===== src/tacr_pkg.sv =====
package tacr_pkg;
   // Register offsets on the device's internal register port
   localparam logic [7:0] CFG_A_OFFSET    = 8'h7c;   // temperature_format_alarm_config
   localparam logic [7:0] CFG_B_OFFSET    = 8'h7d;   // pin_role_fan_attenuator_config
   localparam logic [7:0] CFG_A_RESET     = 8'h01;
   localparam logic [7:0] CFG_B_RESET     = 8'h00;
   // Field positions, temperature_format_alarm_config
   localparam int FORMAT_SELECT_BIT       = 0;
   localparam int OFFSET_RES_BIT          = 1;
   localparam int PROC_ALARM_EN_BIT       = 4;
   localparam int REMOTE_A_ALARM_EN_BIT   = 5;
   localparam int LOCAL_ALARM_EN_BIT      = 6;
   localparam int REMOTE_B_ALARM_EN_BIT   = 7;
   // Field positions, pin_role_fan_attenuator_config
   localparam int PIN_ROLE_LSB            = 0;
   localparam int GLOBAL_KILL_BIT         = 2;
   localparam int FAN_TARGET_BIT          = 3;
   localparam int ATTEN_BYPASS_LSB        = 4;
   localparam int NUM_CHANNELS            = 4;
   localparam int NUM_ATTEN               = 4;
   // Limit codes that switch a channel's alarm off
   localparam logic [7:0] KILL_LIMIT_OFFSET64 = 8'h00;  // -64 C in offset-64 coding
   localparam logic [7:0] KILL_LIMIT_TWOS     = 8'h80;  // -128 C in two's complement
   localparam logic [7:0] TIMER_LIMIT_QUIET   = 8'hff;
   // Shared pin roles
   typedef enum logic [1:0] {
      ROLE_TACH  = 2'h0,
      ROLE_OVERT = 2'h1,
      ROLE_ALERT = 2'h2,
      ROLE_RSVD  = 2'h3
   } tacr_pin_role_type;
endpackage : tacr_pkg


===== src/tacr_alarm_chan.sv =====
`timescale 1ns/1ps
// One sensing channel: compares reading to limit in the selected coding
module tacr_alarm_chan (
   input  wire logic       format_select,
   input  wire logic       enable,
   input  wire logic [7:0] temp_val,
   input  wire logic [7:0] limit_val,
   output logic            exceeded
);
   logic killed;
   logic above;

   // Limit at the coding's bottom value disables the channel
   always_comb begin
      killed = format_select ? (limit_val == tacr_pkg::KILL_LIMIT_TWOS)
                             : (limit_val == tacr_pkg::KILL_LIMIT_OFFSET64);
      // Two's complement compares signed, offset-64 compares unsigned
      above = format_select ? ($signed(temp_val) > $signed(limit_val))
                            : (temp_val > limit_val);
      exceeded = enable && !killed && above;
   end
endmodule : tacr_alarm_chan


===== src/tacr_config_regs.sv =====
`timescale 1ns/1ps
// Behaviour
// - Format bit 1 means two's complement temperatures, 0 means offset-64.
// - Offset resolution 0 gives half-degree steps, 1 gives whole-degree steps.
// - Processor offset is always whole-degree resolution.
// - Processor alarm enable drives pin when above control limit.
// - First remote alarm enable drives pin when above its limit.
// - Local alarm enable drives pin when above local limit.
// - Second remote alarm enable drives pin when above its limit.
// - Limit at -64 (offset-64) or -128 (two's complement) suppresses alarm.
// - Two-bit field picks tachometer, overtemperature or alert pin role.
// - Global kill bit disables overtemperature output on all channels.
// - Overtemperature drives fans full, or to per-fan maximum when selected.
// - Attenuator bypass bits rescale voltage channels to 0 to 2.25 V.
// - Lock bit makes both registers read-only; writes ignored.
module tacr_config_regs (
   input  wire logic                  sys_clk,
   input  wire logic                  srst,
   // Register port
   input  wire logic [7:0]            reg_addr,
   input  wire logic                  reg_wr,
   input  wire logic [7:0]            reg_wdata,
   output logic      [7:0]            reg_rdata,
   input  wire logic                  config_lock,
   // Readings and limits from the measurement datapath
   input  wire logic [7:0]            proc_temp,
   input  wire logic [7:0]            proc_control_limit,
   input  wire logic [7:0]            remote_a_temp,
   input  wire logic [7:0]            remote_a_limit,
   input  wire logic [7:0]            local_temp,
   input  wire logic [7:0]            local_limit,
   input  wire logic [7:0]            remote_b_temp,
   input  wire logic [7:0]            remote_b_limit,
   input  wire logic                  alert_request,
   // Controls to the rest of the device
   output logic                       format_select,
   output logic                       offset_half_degree,
   output logic                       proc_offset_half_degree,
   output logic [1:0]                 pin_role,
   output logic                       tach_input_select,
   output logic                       fan_override,
   output logic                       fan_use_max_regs,
   output logic [3:0]                 attenuator_bypass,
   // Shared pin, open drain: low while driving
   output logic                       overtemperature_pin_out,
   output logic                       overtemperature_pin_oe_n,
   output logic                       overtemp_event
);
   logic [7:0] cfg_a_reg;
   logic [7:0] cfg_b_reg;
   logic [3:0] chan_enable;
   logic [3:0] chan_exceeded;
   logic [7:0] chan_temp  [4];
   logic [7:0] chan_limit [4];
   logic       any_exceeded;
   logic       overt_drive;
   logic       overt_reg;
   logic       alert_drive;

   // Accepted write to one register; the lock refuses every write
   function automatic logic write_hit(input logic wr, input logic lock, input logic [7:0] addr,
                                      input logic [7:0] target);
      return wr && !lock && (addr == target);
   endfunction : write_hit

   // Writes only while unlocked; lock comes from the config_lock input, not from a config register
   always_ff @(posedge sys_clk) begin
      if (srst) begin
         cfg_a_reg <= tacr_pkg::CFG_A_RESET;
      end else if (write_hit(reg_wr, config_lock, reg_addr, tacr_pkg::CFG_A_OFFSET)) begin
         cfg_a_reg <= reg_wdata;
      end
   end

   always_ff @(posedge sys_clk) begin
      if (srst) begin
         cfg_b_reg <= tacr_pkg::CFG_B_RESET;
      end else if (write_hit(reg_wr, config_lock, reg_addr, tacr_pkg::CFG_B_OFFSET)) begin
         cfg_b_reg <= reg_wdata;
      end
   end

   // Read mux; other addresses belong to neighbours and read zero here
   always_comb begin
      if (reg_addr == tacr_pkg::CFG_A_OFFSET) begin
         reg_rdata = cfg_a_reg;
      end else if (reg_addr == tacr_pkg::CFG_B_OFFSET) begin
         reg_rdata = cfg_b_reg;
      end else begin
         reg_rdata = 8'h00;
      end
   end

   // Decoded controls
   assign format_select           = cfg_a_reg[tacr_pkg::FORMAT_SELECT_BIT];
   assign offset_half_degree      = !cfg_a_reg[tacr_pkg::OFFSET_RES_BIT];
   assign proc_offset_half_degree = 1'h0;
   assign pin_role                = cfg_b_reg[tacr_pkg::PIN_ROLE_LSB +: 2];
   assign tach_input_select       = (pin_role == tacr_pkg::ROLE_TACH);
   assign fan_use_max_regs        = cfg_b_reg[tacr_pkg::FAN_TARGET_BIT];
   assign attenuator_bypass       = cfg_b_reg[tacr_pkg::ATTEN_BYPASS_LSB +: tacr_pkg::NUM_ATTEN];

   // Channel order: processor, remote a, local, remote b
   assign chan_enable = cfg_a_reg[tacr_pkg::REMOTE_B_ALARM_EN_BIT:tacr_pkg::PROC_ALARM_EN_BIT];
   assign chan_temp[0]  = proc_temp;
   assign chan_limit[0] = proc_control_limit;
   assign chan_temp[1]  = remote_a_temp;
   assign chan_limit[1] = remote_a_limit;
   assign chan_temp[2]  = local_temp;
   assign chan_limit[2] = local_limit;
   assign chan_temp[3]  = remote_b_temp;
   assign chan_limit[3] = remote_b_limit;

   // One comparator per channel
   for (genvar i = 0; i < tacr_pkg::NUM_CHANNELS; i++) begin : g_chan
      tacr_alarm_chan u_chan (
         .format_select (format_select),
         .enable        (chan_enable[i]),
         .temp_val      (chan_temp[i]),
         .limit_val     (chan_limit[i]),
         .exceeded      (chan_exceeded[i])
      );
   end

   assign any_exceeded = |chan_exceeded;
   // Fan override follows any exceeding enabled channel, even if the pin is killed
   assign fan_override = any_exceeded;
   assign overt_drive  = (pin_role == tacr_pkg::ROLE_OVERT) &&
                         !cfg_b_reg[tacr_pkg::GLOBAL_KILL_BIT] && any_exceeded;
   assign alert_drive  = (pin_role == tacr_pkg::ROLE_ALERT) && alert_request;

   // Registered pin drive avoids glitches from the comparator tree
   always_ff @(posedge sys_clk) begin
      if (srst) begin
         overt_reg <= 1'h0;
      end else begin
         overt_reg <= overt_drive || alert_drive;
      end
   end

   assign overtemperature_pin_out  = 1'b0;
   assign overtemperature_pin_oe_n = !overt_reg;
   assign overtemp_event           = overt_reg && (pin_role == tacr_pkg::ROLE_OVERT);
endmodule : tacr_config_regs


===== config.mk =====
export PLATFORM = sky130hd
export DESIGN_NAME = tacr_config_regs
export DESIGN_NICKNAME = d
export VERILOG_FILES = /design/src/tacr_pkg.sv /design/src/tacr_alarm_chan.sv /design/src/tacr_config_regs.sv
export SDC_FILE = /design/constraint.sdc
export NUM_CORES = 1
export LEC_CHECK = 0
export BUFFER_PORTS_ARGS = -buffer_cell sky130_fd_sc_hd__buf_2
export CAP_MARGIN = 20
export CORE_UTILIZATION = 48
export CTS_CLUSTER_DIAMETER = 60
export DETAILED_ROUTE_END_ITERATION = 12
export PLACE_DENSITY = 0.84
export SYNTH_ARGS = -nofsm -noshare
export SYNTH_HDL_FRONTEND = slang
export SYNTH_SLANG_ARGS = --single-unit

===== constraint.sdc =====
create_clock -name sys_clk -period 4.63 [get_ports sys_clk]
set_clock_uncertainty 0.15 [all_clocks]
set_input_delay 0.463 -clock sys_clk [delete_from_list [all_inputs] [get_ports sys_clk]]
set_output_delay 0.463 -clock sys_clk [all_outputs]
set_load 0.05 [all_outputs]

After elaboration in Yosys (flattened, before gate mapping)
Index checks and enable logic that the tools add are counted.

Register bits after elaboration: 17. Output and inout port bits: 23.

Magnitude comparators: 8. Muxes and demuxes: 10. Eq/ne operators: 8. Reductions and logical operators: 30.

Operators by type and width (number): $gt 8x8->1 (8); $eq 8x8->1 const B (4); $logic_not 8->1 (4); $eq 8x7->1 const B (2); $mux 8 (2); $logic_and 1x1->1 (15); $logic_not 1->1 (8); $mux 1 (8); $reduce_or 4->1 (1); $eq 2x1->1 const B (1); $eq 2x2->1 const B (1); $logic_not 2->1 (1); $logic_or 1x1->1 (1).

Longest topological paths before layout
Word-level depth: 8. Mapped depth: 9.

Modules after synthesis
From an unflattened synthesis, not the netlist that was laid out.

Cell total of the unflattened synthesis: 244. Area total of the unflattened synthesis: 1974.4 um^2.

Modules (own cells, without submodules): tacr_config_regs (seq. area each 340.3 um^2, area an instance 988.4 um^2, cells each 104, times used 1); tacr_alarm_chan (seq. area each 0.0 um^2, area an instance 246.5 um^2, cells each 35, times used 4).

Worst setup path before layout
Ideal clock, no wire load.

Path type: in2out. From: input remote_b_limit[1]. To: output fan_override. Path buffers: 0. Path slack: 1.945 ns. Arrival time: 2.072 ns. Cell stages on the path: 8. Cell sequence: inv_1 > ha_1 > nor2b_1 > o211ai_1 > a21oi_1 > nor3_1 > a2111oi_1 > nand2b_1.

Cells in the longest elaborated chain, start to end: 6. Elaborated cells on any way between the ends: 10.

Ends and longest elaborated chain: start, declared (line tacr_config_regs.sv:33) `input wire logic [7:0] remote_b_limit,`; parallel branches: the longest is 4 deep, another holds $gt 8x8->1; $logic_and 1x1->1 (*) (line tacr_alarm_chan.sv:20) `exceeded = enable && !killed && above;`; $reduce_or 4->1 (*) (line tacr_config_regs.sv:125) `assign any_exceeded = |chan_exceeded;`; end, declared (line tacr_config_regs.sv:41) `output logic fan_override,`.

Mark *: on every way between the ends.

Worst setup path after layout
Same ends and word-level chain as after synthesis.

==> results by group <==
Final layout
  – Share of layout cells above drive strength 1: 0.366
  – Nets: 446
  – Area Growth Syn to Fin: 29.4%
  – Fin cells: 376
  – Multi-input gate area: approximately 1300 sq um
  – Ant. Diodes: 0
  – Fill count: 354
  – Core Util, Final: 0.651
  – Reg area: 340 sq um

Clocking
  – CTS resizes: 0
  – H-tree depth: 1
  – TritonCTS clock tree: built
  – CTS Sinks: 17
  – CTS Hold Bufs: 0
  – Clock Tree Buf Depth: 2
  – TritonCTS Buffers: 3
  – Root buffer cell: clkbuf_8
  – Setup repair bufs after CTS: 0
  – Worst-path clk slew: 60 ps
  – Worst-Skew Late Latency: between 200 and 300 ps

Floorplan
  – FP Rows: 22
  – Die H: 64.2 um
  – Initial Utilization: 0.503
  – Core box area: 3690 sq um
  – Chip Width: around 64 um
  – Io pins: 108
  – DIE AREA: 4120 sq um

Worst setup path
  – Crit Path Class: input port to output pin
  – Crit. End Element: output pin
  – Worst r2r src: cfg_a_reg[0]
  – CP Launch Type: input port
  – Worst Path Required: 4020 ps
  – R2R Setup Slk: 2880 ps
  – Crit path DAT: 2300 ps
  – R2R Path End: overt_reg
  – Number of cells on the worst reg-to-reg path: 6
  – CP max FO: 2

STA
  – Worst setup margin: 1710 ps
  – Minimum clock period: 2920 ps
  – Max-slew headroom: 0.629
  – Hold Fails Final Rpt: 0
  – Fmax achieved: 343 MHz
  – Count of final max-slew check failures: 0
  – Final Cycle Share: 0.630
  – Worst Tran Pin Value: 555 ps
  – Fin Setup TNS: 0 ps
  – Unrepaired setup endpoints after global routing: no
  – Final setup violation count: 0

Placed design
  – Placed wire-length estimate: between 3000 and 4000 um
  – Cell count after placement: 372
  – Port Buffer Count: 105
  – Pre-CTS setup slack: 1730 ps
  – RePlAce Congestion: 0.859

Detailed routing
  – Vias per cell: 5.13
  – Wire per inst: ~12 um
  – Router iterations before antenna repair: 4
  – Antenna Nets Post-Route: 0
  – Initial DRC count: 34
  – Post-Route WL: 4430 um
  – Routed via count: just under 2k
  – DRC: 0

Synthesis
  – Cell area after synthesis: about 1900 sq um
  – Count of different cell masters after synthesis: 39
  – Yosys warns: 0
  – Gate Count Post-Synth: 231
  – Post-synthesis sequential area ratio: 0.184
  – FF+latch count, synth: 17
  – Avg Inst Size Synth: 8.03 sq um

Worst hold path
  – Hold-critical path endpoint: cfg_a_reg[0]
  – Startpoint of the worst hold path: reg_wdata[0]
  – Hold path cells: 3
  – Worst hold path type: input port to flip-flop

Power
  – PwrDens: 156 nW/um^2
  – Worst VDD drop: 255 uV
  – P_leak: approximately 1.3 nW

Job
  – Max-cap viol count: 0

GRT
  – Vias in the first global route: 1823
  – Global-route wire length before repair: ~7400 um
  – Largest net degree at the start of global routing: 19
  – GRT Overall Usage: 0.225
  – Initial antenna violation count: 0
  – Remaining Overflow, GRT: 0

Status
  – Status: finished, final reports clean
## worst max-delay path by stage
stage,end,from,cells past startpoint,slack (ps)
after detailed placement,fan_override,remote_b_limit[1],10,1730
final,fan_override,remote_b_limit[1],10,1710
after global routing,fan_override,proc_control_limit[7],10,1540
after global placement,fan_override,proc_control_limit[7],10,1790
after CTS,fan_override,remote_b_limit[1],10,1730
after floorplan,fan_override,remote_b_limit[1],8,1940
## area by class of cell
type	instances	area share
Clock buffer	4	0.0188
Timing Repair Buffer	105	0.219
Inverter	38	0.0594
Sequential cell	17	0.142
Tap cell	48	0.0250
Multi-Input combinational cell	164	0.536
## through the flow
stage	total power, mW	hold slack (ps)	instance area [sq um]
6_report	0.375	307	2400
5_1_grt	0.401	318	2400
4_1_cts	0.378	302	2400
3_5_place_dp	0.270	347	2350
3_3_place_gp	0.266	323	2350
2_1_floorplan	0.217	311	1860
## cells in the mapped netlist, drive strengths merged
cell type,instances,area [sq um]
inv,38,143
ha,32,400
nor2,22,82.6
dfxtp,17,340
a21oi,15,75.1
mux2i,15,150
buf,11,81.3
a22o,8,80.1
nand2,8,30.0
nand4,7,43.8
nor3,7,35.0
nor4,6,67.6
o21ai,6,30.0
nand3,5,25.0
o211ai,5,37.5
a211oi,4,35.0
nor2b,4,25.0
xnor2,3,26.3
a2111oi,2,18.8
clkbuf,2,7.51
a21o,1,7.51
a31oi,1,6.26
and3,1,6.26
and3b,1,8.76
conb,1,3.75
nand2b,1,6.26
nand3b,1,7.51
nand4b,1,23.8
nor3b,1,7.51
nor4b,1,8.76
nor4bb,1,10.0
o221ai,1,8.76
o41ai,1,8.76
or3,1,6.26
## layer usage
| layer | global-route usage | vias up | part of all wire |
|---|---|---|---|
| met3 | 0.0375 | 6 | 0.057 |
| met4 | 0.0500 | 0 | 0.010 |
| li1 | - | 1011 | - |
| met2 | 0.436 | 56 | 0.50 |
| met1 | 0.252 | 854 | 0.43 |
| met5 | 0 | - | 0 |
## power by group
part / switching, mW / total (mW) / internal (mW)
registers: 0.000116 / 0.146 / 0.146
logic: 0.0611 / 0.120 / 0.0590
clock network: 0.0473 / 0.108 / 0.0609
total: 0.109 / 0.375 / 0.266
## logic make-up after synthesis
kind of cell	count (synthesis)	share of synthesized area
fa+ha+maj	32	0.216
buf+inv	51	0.125
flops	17	0.184
mux	15	0.0810
simple gates	68	0.213
xor+xnor	3	0.0142
other cells	1	0.00202
compound gates	44	0.166
## cell usage in the layout, fill, tap and decap left out
| cell | n |
|---|---|
| buf_2 | 105 |
| inv_1 | 38 |
| ha_1 | 32 |
| nor2_1 | 22 |
| dfxtp_1 | 17 |
| a21oi_1 | 15 |
| mux2i_1 | 15 |
| nand2_1 | 8 |
| a22o_2 | 8 |
| nand4_1 | 7 |
| nor3_1 | 7 |
| o21ai_0 | 6 |
| o211ai_1 | 5 |
| nand3_1 | 5 |
| nor2b_1 | 4 |
| nor4_1 | 4 |
| a211oi_1 | 3 |
| xnor2_1 | 3 |
| clkbuf_8 | 3 |
| nor4_4 | 2 |
| conb_1 | 2 |
| nand4b_4 | 1 |
| o221ai_1 | 1 |
| or3_1 | 1 |
| o41ai_1 | 1 |
| a2111oi_1 | 1 |
| a31oi_1 | 1 |
| a211oi_2 | 1 |
| and3_1 | 1 |
| a21o_1 | 1 |
| a2111oi_0 | 1 |
| nand2b_1 | 1 |
| nor3b_1 | 1 |
| and3b_1 | 1 |
| nand3b_1 | 1 |
| nor4bb_1 | 1 |
| nor4b_1 | 1 |
| clkbuf_1 | 1 |
## critical path: stages
cell	delay, ps
buf_2	70
inv_1	50
ha_1	310
nor2b_1	140
o211ai_1	90
a21oi_1	200
nor3_1	80
a2111oi_1	470
nand2b_1	160
buf_2	260
Power figures use the tool's default switching activity.
